==> src/retimer_pkg.sv <==
// constants for the retimer register bank: register-set selection,
// per-channel de-emphasis field and the two-wire slave port.
// assumes one 20 MHz clock and a synchronous active-low reset.
//
// Contract
// - fifteen de-emphasis levels; code 000 is 0 dB
// - codes 1-3 map by range bit
// - codes 4-7 map by range bit
// - shared set plus one set per channel
// - writes to 0xff always reach selector
// - selector bit 2 clear routes to shared set
// - shared 0x00 returned while bit 2 clear
// - bit 2 set reads selected channel
// - bits 3 and 2 set broadcast writes
// - writes to read-only registers are ignored
package retimer_pkg;

    localparam int CHANNELS = 4;

    // register offsets
    localparam logic [7:0] SHARED_ADDR_OFS   = 8'h00;
    localparam logic [7:0] SHARED_ID_OFS     = 8'h01;
    localparam logic [7:0] SHARED_SCRATCH_OFS = 8'h02;
    localparam logic [7:0] CHAN_GENERAL_OFS  = 8'h00;
    localparam logic [7:0] DEEMPH_CTRL_OFS   = 8'h15;
    localparam logic [7:0] SELECTOR_OFS      = 8'hff;

    // selector fields
    localparam int SEL_CHAN_LSB      = 0;
    localparam int SEL_CHAN_W        = 2;
    localparam int SEL_SET_ENABLE_BIT = 2;
    localparam int SEL_BROADCAST_BIT = 3;
    localparam int SEL_STORED_W      = 4;

    // de-emphasis control fields
    localparam int DEEMPH_CODE_LSB  = 0;
    localparam int DEEMPH_CODE_W    = 3;
    localparam int DEEMPH_RANGE_BIT = 6;
    localparam int DEEMPH_LEVEL_W   = 4;
    localparam int DEEMPH_TENTH_W   = 7;

    // reset values
    localparam logic [7:0] SELECTOR_RST    = 8'h00;
    localparam logic [7:0] SCRATCH_RST     = 8'h00;
    localparam logic [7:0] CHAN_GENERAL_RST = 8'h00;
    localparam logic [7:0] DEEMPH_CTRL_RST = 8'h00;

    // device identity byte; value is arbitrary
    localparam logic [7:0] DEVICE_ID_VALUE = 8'h5a;

    // strapped address field sits in the top nibble of shared 0x00
    localparam int STRAP_W   = 4;
    localparam int STRAP_LSB = 4;
    localparam logic [6:0] SLAVE_BASE_ADDR = 7'h18;

    localparam logic [3:0] BYTE_BITS = 4'h8;

    // attenuation in tenths of a dB, indexed by level 0 (0 dB) .. 14
    localparam logic [14:0][6:0] DEEMPH_TENTH_DB = {
        7'h78, 7'h5a, 7'h4b, 7'h3c, 7'h38, 7'h32, 7'h2d, 7'h27,
        7'h23, 7'h21, 7'h1c, 7'h14, 7'h0f, 7'h09, 7'h00
    };

    typedef enum logic [2:0] {
        LINK_IDLE,
        LINK_ADDR,
        LINK_CMD,
        LINK_WDATA,
        LINK_RDATA
    } link_state_t;

endpackage

==> src/chan_reg_set.sv <==
// one channel register set: general register and de-emphasis control.
// assumes write strobe and addresses come from the bank on the same clock.
`timescale 1ns/100ps

module chan_reg_set
(
    // clock and reset
    input  wire logic       sys_clk_in,
    input  wire logic       reset_n_in,
    // register access
    input  wire logic       wr_en_in,
    input  wire logic [7:0] wr_addr_in,
    input  wire logic [7:0] wr_data_in,
    input  wire logic [7:0] rd_addr_in,
    output logic      [7:0] rd_data_out,
    // driver setting
    output logic      [3:0] level_out,
    output logic      [6:0] tenth_db_out
);

    logic [7:0] general_q;
    logic [2:0] code_q;
    logic       range_q;
    logic [3:0] level_q;
    logic [6:0] tenth_q;

    wire        wr_general = wr_en_in &&
                             (wr_addr_in == retimer_pkg::CHAN_GENERAL_OFS);
    wire        wr_deemph  = wr_en_in &&
                             (wr_addr_in == retimer_pkg::DEEMPH_CTRL_OFS);
    wire  [7:0] deemph_rd  = {1'b0, range_q, 3'h0, code_q};

    // level = 2*code - 1, plus one more step when the range bit is clear
    wire  [3:0] level_d = (code_q == 3'h0) ? 4'h0 :
                          4'({code_q, 1'b0} - 4'h1 + {3'h0, ~range_q});

    assign rd_data_out = (rd_addr_in == retimer_pkg::CHAN_GENERAL_OFS) ?
                         general_q :
                         (rd_addr_in == retimer_pkg::DEEMPH_CTRL_OFS) ?
                         deemph_rd : 8'h00;
    assign level_out    = level_q;
    assign tenth_db_out = tenth_q;

    always_ff @(posedge sys_clk_in)
    begin
        if (!reset_n_in)
        begin
            general_q <= retimer_pkg::CHAN_GENERAL_RST;
            code_q    <= retimer_pkg::DEEMPH_CTRL_RST[2:0];
            range_q   <= retimer_pkg::DEEMPH_CTRL_RST[6];
        end
        else
        begin
            if (wr_general)
                general_q <= wr_data_in;
            if (wr_deemph)
            begin
                code_q  <= wr_data_in[retimer_pkg::DEEMPH_CODE_LSB +:
                                      retimer_pkg::DEEMPH_CODE_W];
                range_q <= wr_data_in[retimer_pkg::DEEMPH_RANGE_BIT];
            end
        end
    end

    always_ff @(posedge sys_clk_in)
    begin
        if (!reset_n_in)
        begin
            level_q <= 4'h0;
            tenth_q <= 7'h00;
        end
        else
        begin
            level_q <= level_d;
            tenth_q <= retimer_pkg::DEEMPH_TENTH_DB[level_d];
        end
    end

endmodule

==> src/retimer_reg_bank_select_deemph.sv <==
// register bank of a four-channel retimer behind a two-wire slave port:
// shared set, channel sets, set selector and broadcast writes.
// assumes scl/sda and address straps arrive asynchronously from pins.
`timescale 1ns/100ps

module retimer_reg_bank_select_deemph
(
    // clock and reset
    input  wire logic        sys_clk_in,
    input  wire logic        reset_n_in,
    // two-wire slave pins
    input  wire logic        smb_scl_in,
    input  wire logic        smb_sda_in,
    output logic             smb_sda_out,
    output logic             smb_sda_oe_out,
    // address strap
    input  wire logic [3:0]  smb_addr_strap_in,
    // per-channel driver settings, channel n in slice n
    output logic      [15:0] deemph_level_out,
    output logic      [27:0] deemph_tenth_db_out
);

    ////////////////////////////////////////////////////////////////////////
    // pin synchronisers

    logic       scl_s1_q;
    logic       scl_s2_q;
    logic       scl_s3_q;
    logic       sda_s1_q;
    logic       sda_s2_q;
    logic       sda_s3_q;
    logic [3:0] strap_s1_q;
    logic [3:0] strap_s2_q;
    logic [3:0] strap_q;
    logic       strap_taken_q;

    always_ff @(posedge sys_clk_in)
    begin
        if (!reset_n_in)
        begin
            scl_s1_q   <= 1'b1;
            scl_s2_q   <= 1'b1;
            scl_s3_q   <= 1'b1;
            sda_s1_q   <= 1'b1;
            sda_s2_q   <= 1'b1;
            sda_s3_q   <= 1'b1;
            strap_s1_q <= 4'h0;
            strap_s2_q <= 4'h0;
        end
        else
        begin
            scl_s1_q   <= smb_scl_in;
            scl_s2_q   <= scl_s1_q;
            scl_s3_q   <= scl_s2_q;
            sda_s1_q   <= smb_sda_in;
            sda_s2_q   <= sda_s1_q;
            sda_s3_q   <= sda_s2_q;
            strap_s1_q <= smb_addr_strap_in;
            strap_s2_q <= strap_s1_q;
        end
    end

    // strap is caught once, after the synchroniser has filled
    logic [1:0] strap_wait_q;

    always_ff @(posedge sys_clk_in)
    begin
        if (!reset_n_in)
        begin
            strap_wait_q  <= 2'h0;
            strap_taken_q <= 1'b0;
            strap_q       <= 4'h0;
        end
        else if (!strap_taken_q)
        begin
            strap_wait_q <= 2'(strap_wait_q + 2'h1);
            if (strap_wait_q == 2'h3)
            begin
                strap_q       <= strap_s2_q;
                strap_taken_q <= 1'b1;
            end
        end
    end

    ////////////////////////////////////////////////////////////////////////
    // bus conditions

    retimer_pkg::link_state_t state_q;
    logic [3:0] bit_cnt_q;
    logic       ack_q;
    logic       rw_q;
    logic       nack_q;
    logic [7:0] shift_q;
    logic [7:0] tx_q;
    logic [7:0] ptr_q;
    logic       oe_q;
    logic [7:0] rd_data;

    wire        scl_rise  = scl_s2_q & ~scl_s3_q;
    wire        scl_fall  = ~scl_s2_q & scl_s3_q;
    wire        bus_start = scl_s2_q & scl_s3_q & sda_s3_q & ~sda_s2_q;
    wire        bus_stop  = scl_s2_q & scl_s3_q & ~sda_s3_q & sda_s2_q;
    wire        active    = (state_q != retimer_pkg::LINK_IDLE);
    wire        byte_done = scl_fall & active & ~ack_q &
                            (bit_cnt_q == retimer_pkg::BYTE_BITS);
    wire  [6:0] own_addr  = 7'(retimer_pkg::SLAVE_BASE_ADDR +
                               {3'h0, strap_q});
    wire        addr_hit  = (shift_q[7:1] == own_addr);
    wire        wr_pulse  = byte_done &
                            (state_q == retimer_pkg::LINK_WDATA);

    ////////////////////////////////////////////////////////////////////////
    // slave state machine

    always_ff @(posedge sys_clk_in)
    begin
        if (!reset_n_in)
            shift_q <= 8'h00;
        else if (scl_rise && active && !ack_q)
            shift_q <= {shift_q[6:0], sda_s2_q};
    end

    always_ff @(posedge sys_clk_in)
    begin
        if (!reset_n_in)
        begin
            state_q   <= retimer_pkg::LINK_IDLE;
            bit_cnt_q <= 4'h0;
            ack_q     <= 1'b0;
            rw_q      <= 1'b0;
            nack_q    <= 1'b0;
            tx_q      <= 8'h00;
            ptr_q     <= 8'h00;
            oe_q      <= 1'b0;
        end
        else if (bus_start)
        begin
            state_q   <= retimer_pkg::LINK_ADDR;
            bit_cnt_q <= 4'h0;
            ack_q     <= 1'b0;
            oe_q      <= 1'b0;
        end
        else if (bus_stop)
        begin
            state_q <= retimer_pkg::LINK_IDLE;
            ack_q   <= 1'b0;
            oe_q    <= 1'b0;
        end
        else if (scl_rise && active)
        begin
            if (ack_q)
                nack_q <= sda_s2_q;
            else
                bit_cnt_q <= 4'(bit_cnt_q + 4'h1);
        end
        else if (byte_done)
        begin
            bit_cnt_q <= 4'h0;
            ack_q     <= 1'b1;
            case (state_q)
                retimer_pkg::LINK_ADDR:
                begin
                    rw_q <= shift_q[0];
                    oe_q <= addr_hit;
                    if (!addr_hit)
                    begin
                        state_q <= retimer_pkg::LINK_IDLE;
                        ack_q   <= 1'b0;
                    end
                end
                retimer_pkg::LINK_CMD:
                begin
                    ptr_q <= shift_q;
                    oe_q  <= 1'b1;
                end
                retimer_pkg::LINK_WDATA:
                begin
                    ptr_q <= 8'(ptr_q + 8'h01);
                    oe_q  <= 1'b1;
                end
                default:
                    oe_q <= 1'b0;
            endcase
        end
        else if (scl_fall && ack_q)
        begin
            ack_q     <= 1'b0;
            bit_cnt_q <= 4'h0;
            oe_q      <= 1'b0;
            case (state_q)
                retimer_pkg::LINK_ADDR:
                begin
                    if (rw_q)
                    begin
                        state_q <= retimer_pkg::LINK_RDATA;
                        tx_q    <= rd_data;
                        oe_q    <= ~rd_data[7];
                        ptr_q   <= 8'(ptr_q + 8'h01);
                    end
                    else
                        state_q <= retimer_pkg::LINK_CMD;
                end
                retimer_pkg::LINK_CMD:
                    state_q <= retimer_pkg::LINK_WDATA;
                retimer_pkg::LINK_RDATA:
                begin
                    if (nack_q)
                        state_q <= retimer_pkg::LINK_IDLE;
                    else
                    begin
                        tx_q  <= rd_data;
                        oe_q  <= ~rd_data[7];
                        ptr_q <= 8'(ptr_q + 8'h01);
                    end
                end
                default:
                    state_q <= state_q;
            endcase
        end
        else if (scl_fall && state_q == retimer_pkg::LINK_RDATA)
        begin
            tx_q <= {tx_q[6:0], 1'b0};
            oe_q <= ~tx_q[6];
        end
    end

    ////////////////////////////////////////////////////////////////////////
    // register decode and shared set

    logic [3:0] sel_q;
    logic [7:0] scratch_q;

    wire        set_enable = sel_q[retimer_pkg::SEL_SET_ENABLE_BIT];
    wire        broadcast  = sel_q[retimer_pkg::SEL_BROADCAST_BIT];
    wire  [1:0] chan_sel   = sel_q[retimer_pkg::SEL_CHAN_LSB +:
                                   retimer_pkg::SEL_CHAN_W];
    wire        hit_sel    = (ptr_q == retimer_pkg::SELECTOR_OFS);
    wire        wr_sel     = wr_pulse & hit_sel;
    wire        wr_shared  = wr_pulse & ~hit_sel & ~set_enable;
    wire        wr_chan    = wr_pulse & ~hit_sel & set_enable;
    // only the scratch register takes shared writes; 0x00 and 0x01 stay
    wire        wr_scratch = wr_shared &
                             (ptr_q == retimer_pkg::SHARED_SCRATCH_OFS);

    wire  [7:0] shared_rd  =
        (ptr_q == retimer_pkg::SHARED_ADDR_OFS)    ?
            {strap_q, 4'h0} :
        (ptr_q == retimer_pkg::SHARED_ID_OFS)      ?
            retimer_pkg::DEVICE_ID_VALUE :
        (ptr_q == retimer_pkg::SHARED_SCRATCH_OFS) ? scratch_q : 8'h00;

    always_ff @(posedge sys_clk_in)
    begin
        if (!reset_n_in)
        begin
            sel_q     <= retimer_pkg::SELECTOR_RST[3:0];
            scratch_q <= retimer_pkg::SCRATCH_RST;
        end
        else
        begin
            if (wr_sel)
                sel_q <= wr_data_sel(shift_q);
            if (wr_scratch)
                scratch_q <= shift_q;
        end
    end

    function automatic logic [3:0] wr_data_sel(input logic [7:0] d);
        wr_data_sel = d[retimer_pkg::SEL_STORED_W-1:0];
    endfunction

    ////////////////////////////////////////////////////////////////////////
    // channel sets

    logic [3:0][7:0] chan_rd;
    logic [3:0]      chan_wr;

    genvar ch;
    generate
        for (ch = 0; ch < retimer_pkg::CHANNELS; ch++)
        begin : g_chan
            // one set per channel; broadcast with selector bit 2 set hits all of them
            assign chan_wr[ch] = wr_chan &
                                 (broadcast ||
                                  chan_sel == 2'(ch));
            chan_reg_set u_chan
            (
                .sys_clk_in   (sys_clk_in),
                .reset_n_in   (reset_n_in),
                .wr_en_in     (chan_wr[ch]),
                .wr_addr_in   (ptr_q),
                .wr_data_in   (shift_q),
                .rd_addr_in   (ptr_q),
                .rd_data_out  (chan_rd[ch]),
                .level_out    (deemph_level_out[ch*4 +: 4]),
                .tenth_db_out (deemph_tenth_db_out[ch*7 +: 7])
            );
        end
    endgenerate

    // read source follows the selector
    assign rd_data = hit_sel    ? {4'h0, sel_q} :
                     set_enable ? chan_rd[chan_sel] :
                     shared_rd;

    ////////////////////////////////////////////////////////////////////////
    // pin drive: open drain, only ever pulls low

    logic sda_level_q;

    always_ff @(posedge sys_clk_in)
    begin
        if (!reset_n_in)
            sda_level_q <= 1'b0;
        else
            sda_level_q <= 1'b0;
    end

    assign smb_sda_out    = sda_level_q;
    assign smb_sda_oe_out = oe_q;

endmodule
==> config.mk <==
export PLATFORM = sky130hd
export DESIGN_NAME = retimer_reg_bank_select_deemph
export DESIGN_NICKNAME = d
export VERILOG_FILES = /design/src/retimer_pkg.sv /design/src/chan_reg_set.sv /design/src/retimer_reg_bank_select_deemph.sv
export SDC_FILE = /design/constraint.sdc
export NUM_CORES = 1
export LEC_CHECK = 0
export ABC_AREA = 1
export ABC_CLOCK_PERIOD_IN_PS = 2600
export BUFFER_PORTS_ARGS = -buffer_cell sky130_fd_sc_hd__buf_2
export CELL_PAD_IN_SITES_DETAIL_PLACEMENT = 1
export CELL_PAD_IN_SITES_GLOBAL_PLACEMENT = 1
export CORE_MARGIN = 10
export CORE_UTILIZATION = 35
export DETAILED_ROUTE_END_ITERATION = 16
export GPL_TIMING_DRIVEN = 0
export PLACE_DENSITY = 0.7
export SETUP_SLACK_MARGIN = 0.15
export SLEW_MARGIN = 20
export SYNTH_ARGS = -nofsm -noshare
export SYNTH_HDL_FRONTEND = slang
export SYNTH_SLANG_ARGS = --single-unit
==> constraint.sdc <==
create_clock -name sys_clk_in -period 2.6 [get_ports sys_clk_in]
set_input_delay 0.13 -clock sys_clk_in [delete_from_list [all_inputs] [get_ports sys_clk_in]]
set_output_delay 0.13 -clock sys_clk_in [all_outputs]
set_load 0.005 [all_outputs]
==> impl_results.html <==
<table>
<tr><th>Metric</th><th>Value</th></tr>
<tr><th colspan="2">Floorplanning</th></tr>
<tr><td>Die height</td><td>167 µm</td></tr>
<tr><td>Effective utilization at floorplan</td><td>35.7%</td></tr>
<tr><td>I/O pin total</td><td>54</td></tr>
<tr><td>Row Count</td><td>53</td></tr>
<tr><td>Die width</td><td>167 µm</td></tr>
<tr><td>Area inside the core boundary</td><td>21100 µm²</td></tr>
<tr><td>Total die area</td><td>27800 µm²</td></tr>
<tr><th colspan="2">Critical path</th></tr>
<tr><td>Cell family with most CP delay</td><td>simple AND/OR/NAND/NOR gates</td></tr>
<tr><td>Required time worst endpoint</td><td>2910 ps</td></tr>
<tr><td>Crit Path Category</td><td>reg -&gt; reg</td></tr>
<tr><td>Kind of start point of the critical path</td><td>register</td></tr>
<tr><td>Crit path max-delay cell type</td><td>dfxtp_1</td></tr>
<tr><td>Delay of the slowest cell on the worst path</td><td>420 ps</td></tr>
<tr><td>Count of buffering cells on the critical path with inverters included</td><td>1</td></tr>
<tr><td>Critical Path Most Common Cell</td><td>nand2_1</td></tr>
<tr><td>Top fanout value on the critical path</td><td>8</td></tr>
<tr><td>Cell count of the worst reg-to-reg path</td><td>8</td></tr>
<tr><td>Worst EP arrival</td><td>2520 ps</td></tr>
<tr><td>Type of element capturing the critical path</td><td>register</td></tr>
<tr><td>Count of cell instances traversed by the critical path</td><td>8</td></tr>
<tr><td>CP cell instances</td><td>ha_1 &gt; nand2_1 &gt; nor2_2 &gt; nand2_1 &gt; inv_2 &gt; nand3_2 &gt; o21ai_0 &gt; a21oi_1</td></tr>
<tr><th colspan="2">Power</th></tr>
<tr><td>Peak supply drop</td><td>0.422 mV</td></tr>
<tr><td>Post-layout power</td><td>5.21 mW</td></tr>
<tr><td>Internal power component</td><td>4.04 mW</td></tr>
<tr><td>Register share of total power</td><td>47.5%</td></tr>
<tr><td>Net Sw Power</td><td>1.18 mW</td></tr>
<tr><td>Switching share of power</td><td>22.6%</td></tr>
<tr><td>Share of total power in the clock network</td><td>49.5%</td></tr>
<tr><td>P per Cell Area</td><td>593 nW/µm²</td></tr>
<tr><td>Leakage Power</td><td>3.82 nW</td></tr>
<tr><td>Power share of the combinational group</td><td>3.0%</td></tr>
<tr><th colspan="2">Yosys</th></tr>
<tr><td>Synth Area in Compound Gates</td><td>18.5%</td></tr>
<tr><td>Post-Syn Nets</td><td>1077</td></tr>
<tr><td>Number of register bits inferred by synthesis</td><td>159</td></tr>
<tr><td>Share of synthesized area spent on multiplexers</td><td>0%</td></tr>
<tr><td>Main synth FF type</td><td>dfxtp_1</td></tr>
<tr><td>Adder-Cell Fraction of Synth Area</td><td>5.49%</td></tr>
<tr><td>Synthesized instance count</td><td>1036</td></tr>
<tr><td>Synthesized area</td><td>7520 µm²</td></tr>
<tr><td>Number of synthesized flops with an enable pin</td><td>0</td></tr>
<tr><td>Avg Cell Area, Syn</td><td>7.26 µm²</td></tr>
<tr><td>Simple logic cell fraction of the synthesized area</td><td>22.0%</td></tr>
<tr><td>Fraction of synthesized cell area in xor and xnor cells</td><td>1.16%</td></tr>
<tr><td>Number of distinct standard cells referenced by the synthesized netlist</td><td>43</td></tr>
<tr><td>Largest family of logic cells by synthesized area</td><td>simple AND/OR/NAND/NOR gates</td></tr>
<tr><td>Share of synthesized flip-flops with an asynchronous set or reset</td><td>0%</td></tr>
<tr><td>Total number of yosys warnings</td><td>0</td></tr>
<tr><td>Sequential share of the synthesized area</td><td>42.3%</td></tr>
<tr><th colspan="2">Final layout</th></tr>
<tr><td>Sequential cell area in the final layout</td><td>3180 µm²</td></tr>
<tr><td>Commonest non-fill, non-tap cells in the layout</td><td>nand2_1 (165), inv_1 (159), dfxtp_1 (159)</td></tr>
<tr><td>Net count, final</td><td>1154</td></tr>
<tr><td>Area growth from synthesis to layout</td><td>16.9%</td></tr>
<tr><td># diodes</td><td>0</td></tr>
<tr><td>Layout cell share with drive strength beyond 1</td><td>11.7%</td></tr>
<tr><td>Area occupied by multi-input gates</td><td>3550 µm²</td></tr>
<tr><td>Final cell area excluding filler cells</td><td>8790 µm²</td></tr>
<tr><td>Fill count</td><td>2706</td></tr>
<tr><td>Commonest non-fill, non-tap cell in the layout</td><td>nand2_1</td></tr>
<tr><th colspan="2">Global route</th></tr>
<tr><td>Initial antenna violation count</td><td>0</td></tr>
<tr><td>Overall fraction of global-route tracks in use</td><td>16.4%</td></tr>
<tr><td>Overflow left after global routing</td><td>0</td></tr>
<tr><td>Number of global-route vias before repair</td><td>7217</td></tr>
<tr><td>Pin count of the biggest net entering global routing</td><td>17</td></tr>
<tr><td>Wire length of the first global-routing pass</td><td>37600 µm</td></tr>
<tr><th colspan="2">Clocking</th></tr>
<tr><td>Number of buffers inserted by post-CTS setup repair</td><td>0</td></tr>
<tr><td>CTS clock-pin slew for the worst setup and hold paths</td><td>70 ps</td></tr>
<tr><td>Clock H-tree levels</td><td>4</td></tr>
<tr><td>Clock tree from TritonCTS</td><td>built</td></tr>
<tr><td>Cell at the root of the clock tree</td><td>clkbuf_16</td></tr>
<tr><td>Maximum buffer depth of the clock tree</td><td>2</td></tr>
<tr><td>Clk sink count</td><td>159</td></tr>
<tr><td>Clk_lat worst skew</td><td>430 ps</td></tr>
<tr><td>Num CTS Buffers</td><td>17</td></tr>
<tr><th colspan="2">Detailed routing</th></tr>
<tr><td>Antenna viol nets, final</td><td>0</td></tr>
<tr><td>Final wirelength</td><td>22800 µm</td></tr>
<tr><td>Number of violations reported at the end of detailed-routing iteration 0</td><td>352</td></tr>
<tr><td>Count of vias placed by the detailed router</td><td>6941</td></tr>
<tr><td>Vias per inst</td><td>4.96</td></tr>
<tr><td>WL/cell</td><td>16.3 µm</td></tr>
<tr><td>Drc violations</td><td>0</td></tr>
<tr><td>Drt first pass iters</td><td>5</td></tr>
<tr><th colspan="2">Place</th></tr>
<tr><td>Port Buf Inserts</td><td>52</td></tr>
<tr><td>Dpl cell area</td><td>8130 µm²</td></tr>
<tr><td>Routability congestion estimate</td><td>0.870</td></tr>
<tr><td>Detailed-placement wirelength estimate</td><td>17200 µm</td></tr>
<tr><th colspan="2">STA</th></tr>
<tr><td>Post-Route Setup TNS</td><td>0 ps</td></tr>
<tr><td>Maximum clock rate</td><td>453 MHz</td></tr>
<tr><td>Worst rel slew slack</td><td>43.1%</td></tr>
<tr><td>Number of failing setup endpoints in the final timing report</td><td>0</td></tr>
<tr><td>Unrepaired setup endpoints after global routing</td><td>no</td></tr>
<tr><td>Slew of the pin with the lowest slew margin</td><td>854 ps</td></tr>
<tr><td>Crit path time final</td><td>2210 ps</td></tr>
<tr><td>Share of the clock period used by the worst path after layout</td><td>84.8%</td></tr>
<tr><td>Post-Route Skew</td><td>8.28 ps</td></tr>
<tr><td>Smallest hold slack</td><td>241 ps</td></tr>
<tr><td>Count of final max-slew check failures</td><td>0</td></tr>
<tr><td>Final Hold Violating Endpoints</td><td>0</td></tr>
<tr><th colspan="2">Run</th></tr>
<tr><td>Max-cap viol count</td><td>0</td></tr>
<tr><th colspan="2">Worst hold path</th></tr>
<tr><td>Instance count along the most critical hold path</td><td>6</td></tr>
<tr><td>Kind of path behind the tightest hold check</td><td>in -&gt; reg</td></tr>
<tr><th colspan="2">Run status</th></tr>
<tr><td>Result of the run</td><td>completed</td></tr>
</table>
-- cells in the mapped netlist, types with 3 or more instances --
library cell / number / area share [%]
a21oi_1: 112 / 7.5
a31oi_1: 5 / 0.42
buf_1: 6 / 0.30
buf_2: 3 / 0.20
buf_4: 9 / 0.90
clkbuf_1: 19 / 0.95
dfxtp_1: 159 / 42
ha_1: 33 / 5.5
inv_1: 159 / 7.9
inv_2: 5 / 0.25
nand2_1: 165 / 8.2
nand3_1: 55 / 3.7
nand3_2: 10 / 1.3
nand4_1: 3 / 0.25
nor2_1: 96 / 4.8
nor2_2: 4 / 0.33
nor3_1: 13 / 0.86
nor4_1: 3 / 0.25
o21ai_0: 113 / 7.5
o21ai_1: 9 / 0.60
o22ai_1: 12 / 1.0
or2_2: 8 / 0.67
xnor2_1: 4 / 0.47
xor2_1: 6 / 0.70
-- state kept, by name, indices dropped and copies added (netlist names), 2 cells and up --
signal,cells
scratch_q,8
sel_q,4
g_chan.u_chan.level_out,16
strap_wait_q,2
g_chan.u_chan.tenth_db_out,28
g_chan.u_chan.range_q,4
state_q,3
tx_q,7
strap_s2_q,4
shift_q,8
strap_q,4
ptr_q,8
g_chan.u_chan.code_q,12
strap_s1_q,4
g_chan.u_chan.general_q,32
bit_cnt_q,4
-- layer usage --
metal	track usage [%]	part of all wire, %	up-vias	routed length, µm
li1	-	-	3502	-
met1	20.0	46	3306	10500
met2	29.1	49	110	11200
met3	3.01	3.5	23	791
met4	3.97	1.3	0	306
met5	0	0	-	0
-- area by class of cell --
class / instances / area share, %
well taps: 275 / 3.91
repair buffers: 58 / 3.64
inverters: 164 / 7.00
plain buffers: 37 / 2.01
clock buffers: 21 / 5.46
flip-flops and latches: 159 / 36.2
clock inverters: 10 / 1.42
multi-input cells: 676 / 40.4
-- worst min-delay path, delay by kind of cell --
family                 cells  cell delay (ps)
buffers and inverters      3              290
AOI/OAI and AO/OA          2              170
and+or+nand+nor            1               40
-- worst paths after layout --
path,from,endpoint,slack (ps)
max,ptr_q[0],g_chan[2].u_chan.range_q,390
max reg2reg,ptr_q[0],g_chan[2].u_chan.range_q,390
min,reset_n_in,g_chan[0].u_chan.tenth_db_out[2],240
min reg2reg,strap_s1_q[3],strap_s2_q[3],410
-- logic make-up after synthesis --
group / after synthesis
AND/OR/NAND/NOR: 367
AO/OA/AOI/OAI: 265
buffers and inverters: 201
adder cells (fa/ha/maj): 33
flip-flops: 159
other: 1
XOR/XNOR: 10
-- per-stage QoR --
step / cells / util, % / setup slack [ps]
6_report: 1400 / 41.7 / 394
5_1_grt: 1400 / 41.7 / 182
4_1_cts: 1400 / 41.7 / 208
3_5_place_dp: 1363 / 38.5 / 227
3_3_place_gp: 1363 / 38.5 / 279
2_1_floorplan: 1036 / - / 757
-- power by group through the flow --
stage	Sequential [mW]	Clock (mW)	Combinational [mW]
2_1_floorplan	2.52	0	0.0957
6_report	2.48	2.58	0.158
5_1_grt	2.48	2.74	0.180
3_3_place_gp	2.53	0	0.147
3_5_place_dp	2.53	0	0.150
4_1_cts	2.47	2.65	0.160
-- timing repair --
action / CTS / global route
hold buffers: 6 / 0
endpoints found under the hold margin: 6 / 0
gates resized for setup: 0 / 1
endpoints found under the setup margin: 0 / 19
Power figures use the tool's default switching activity.
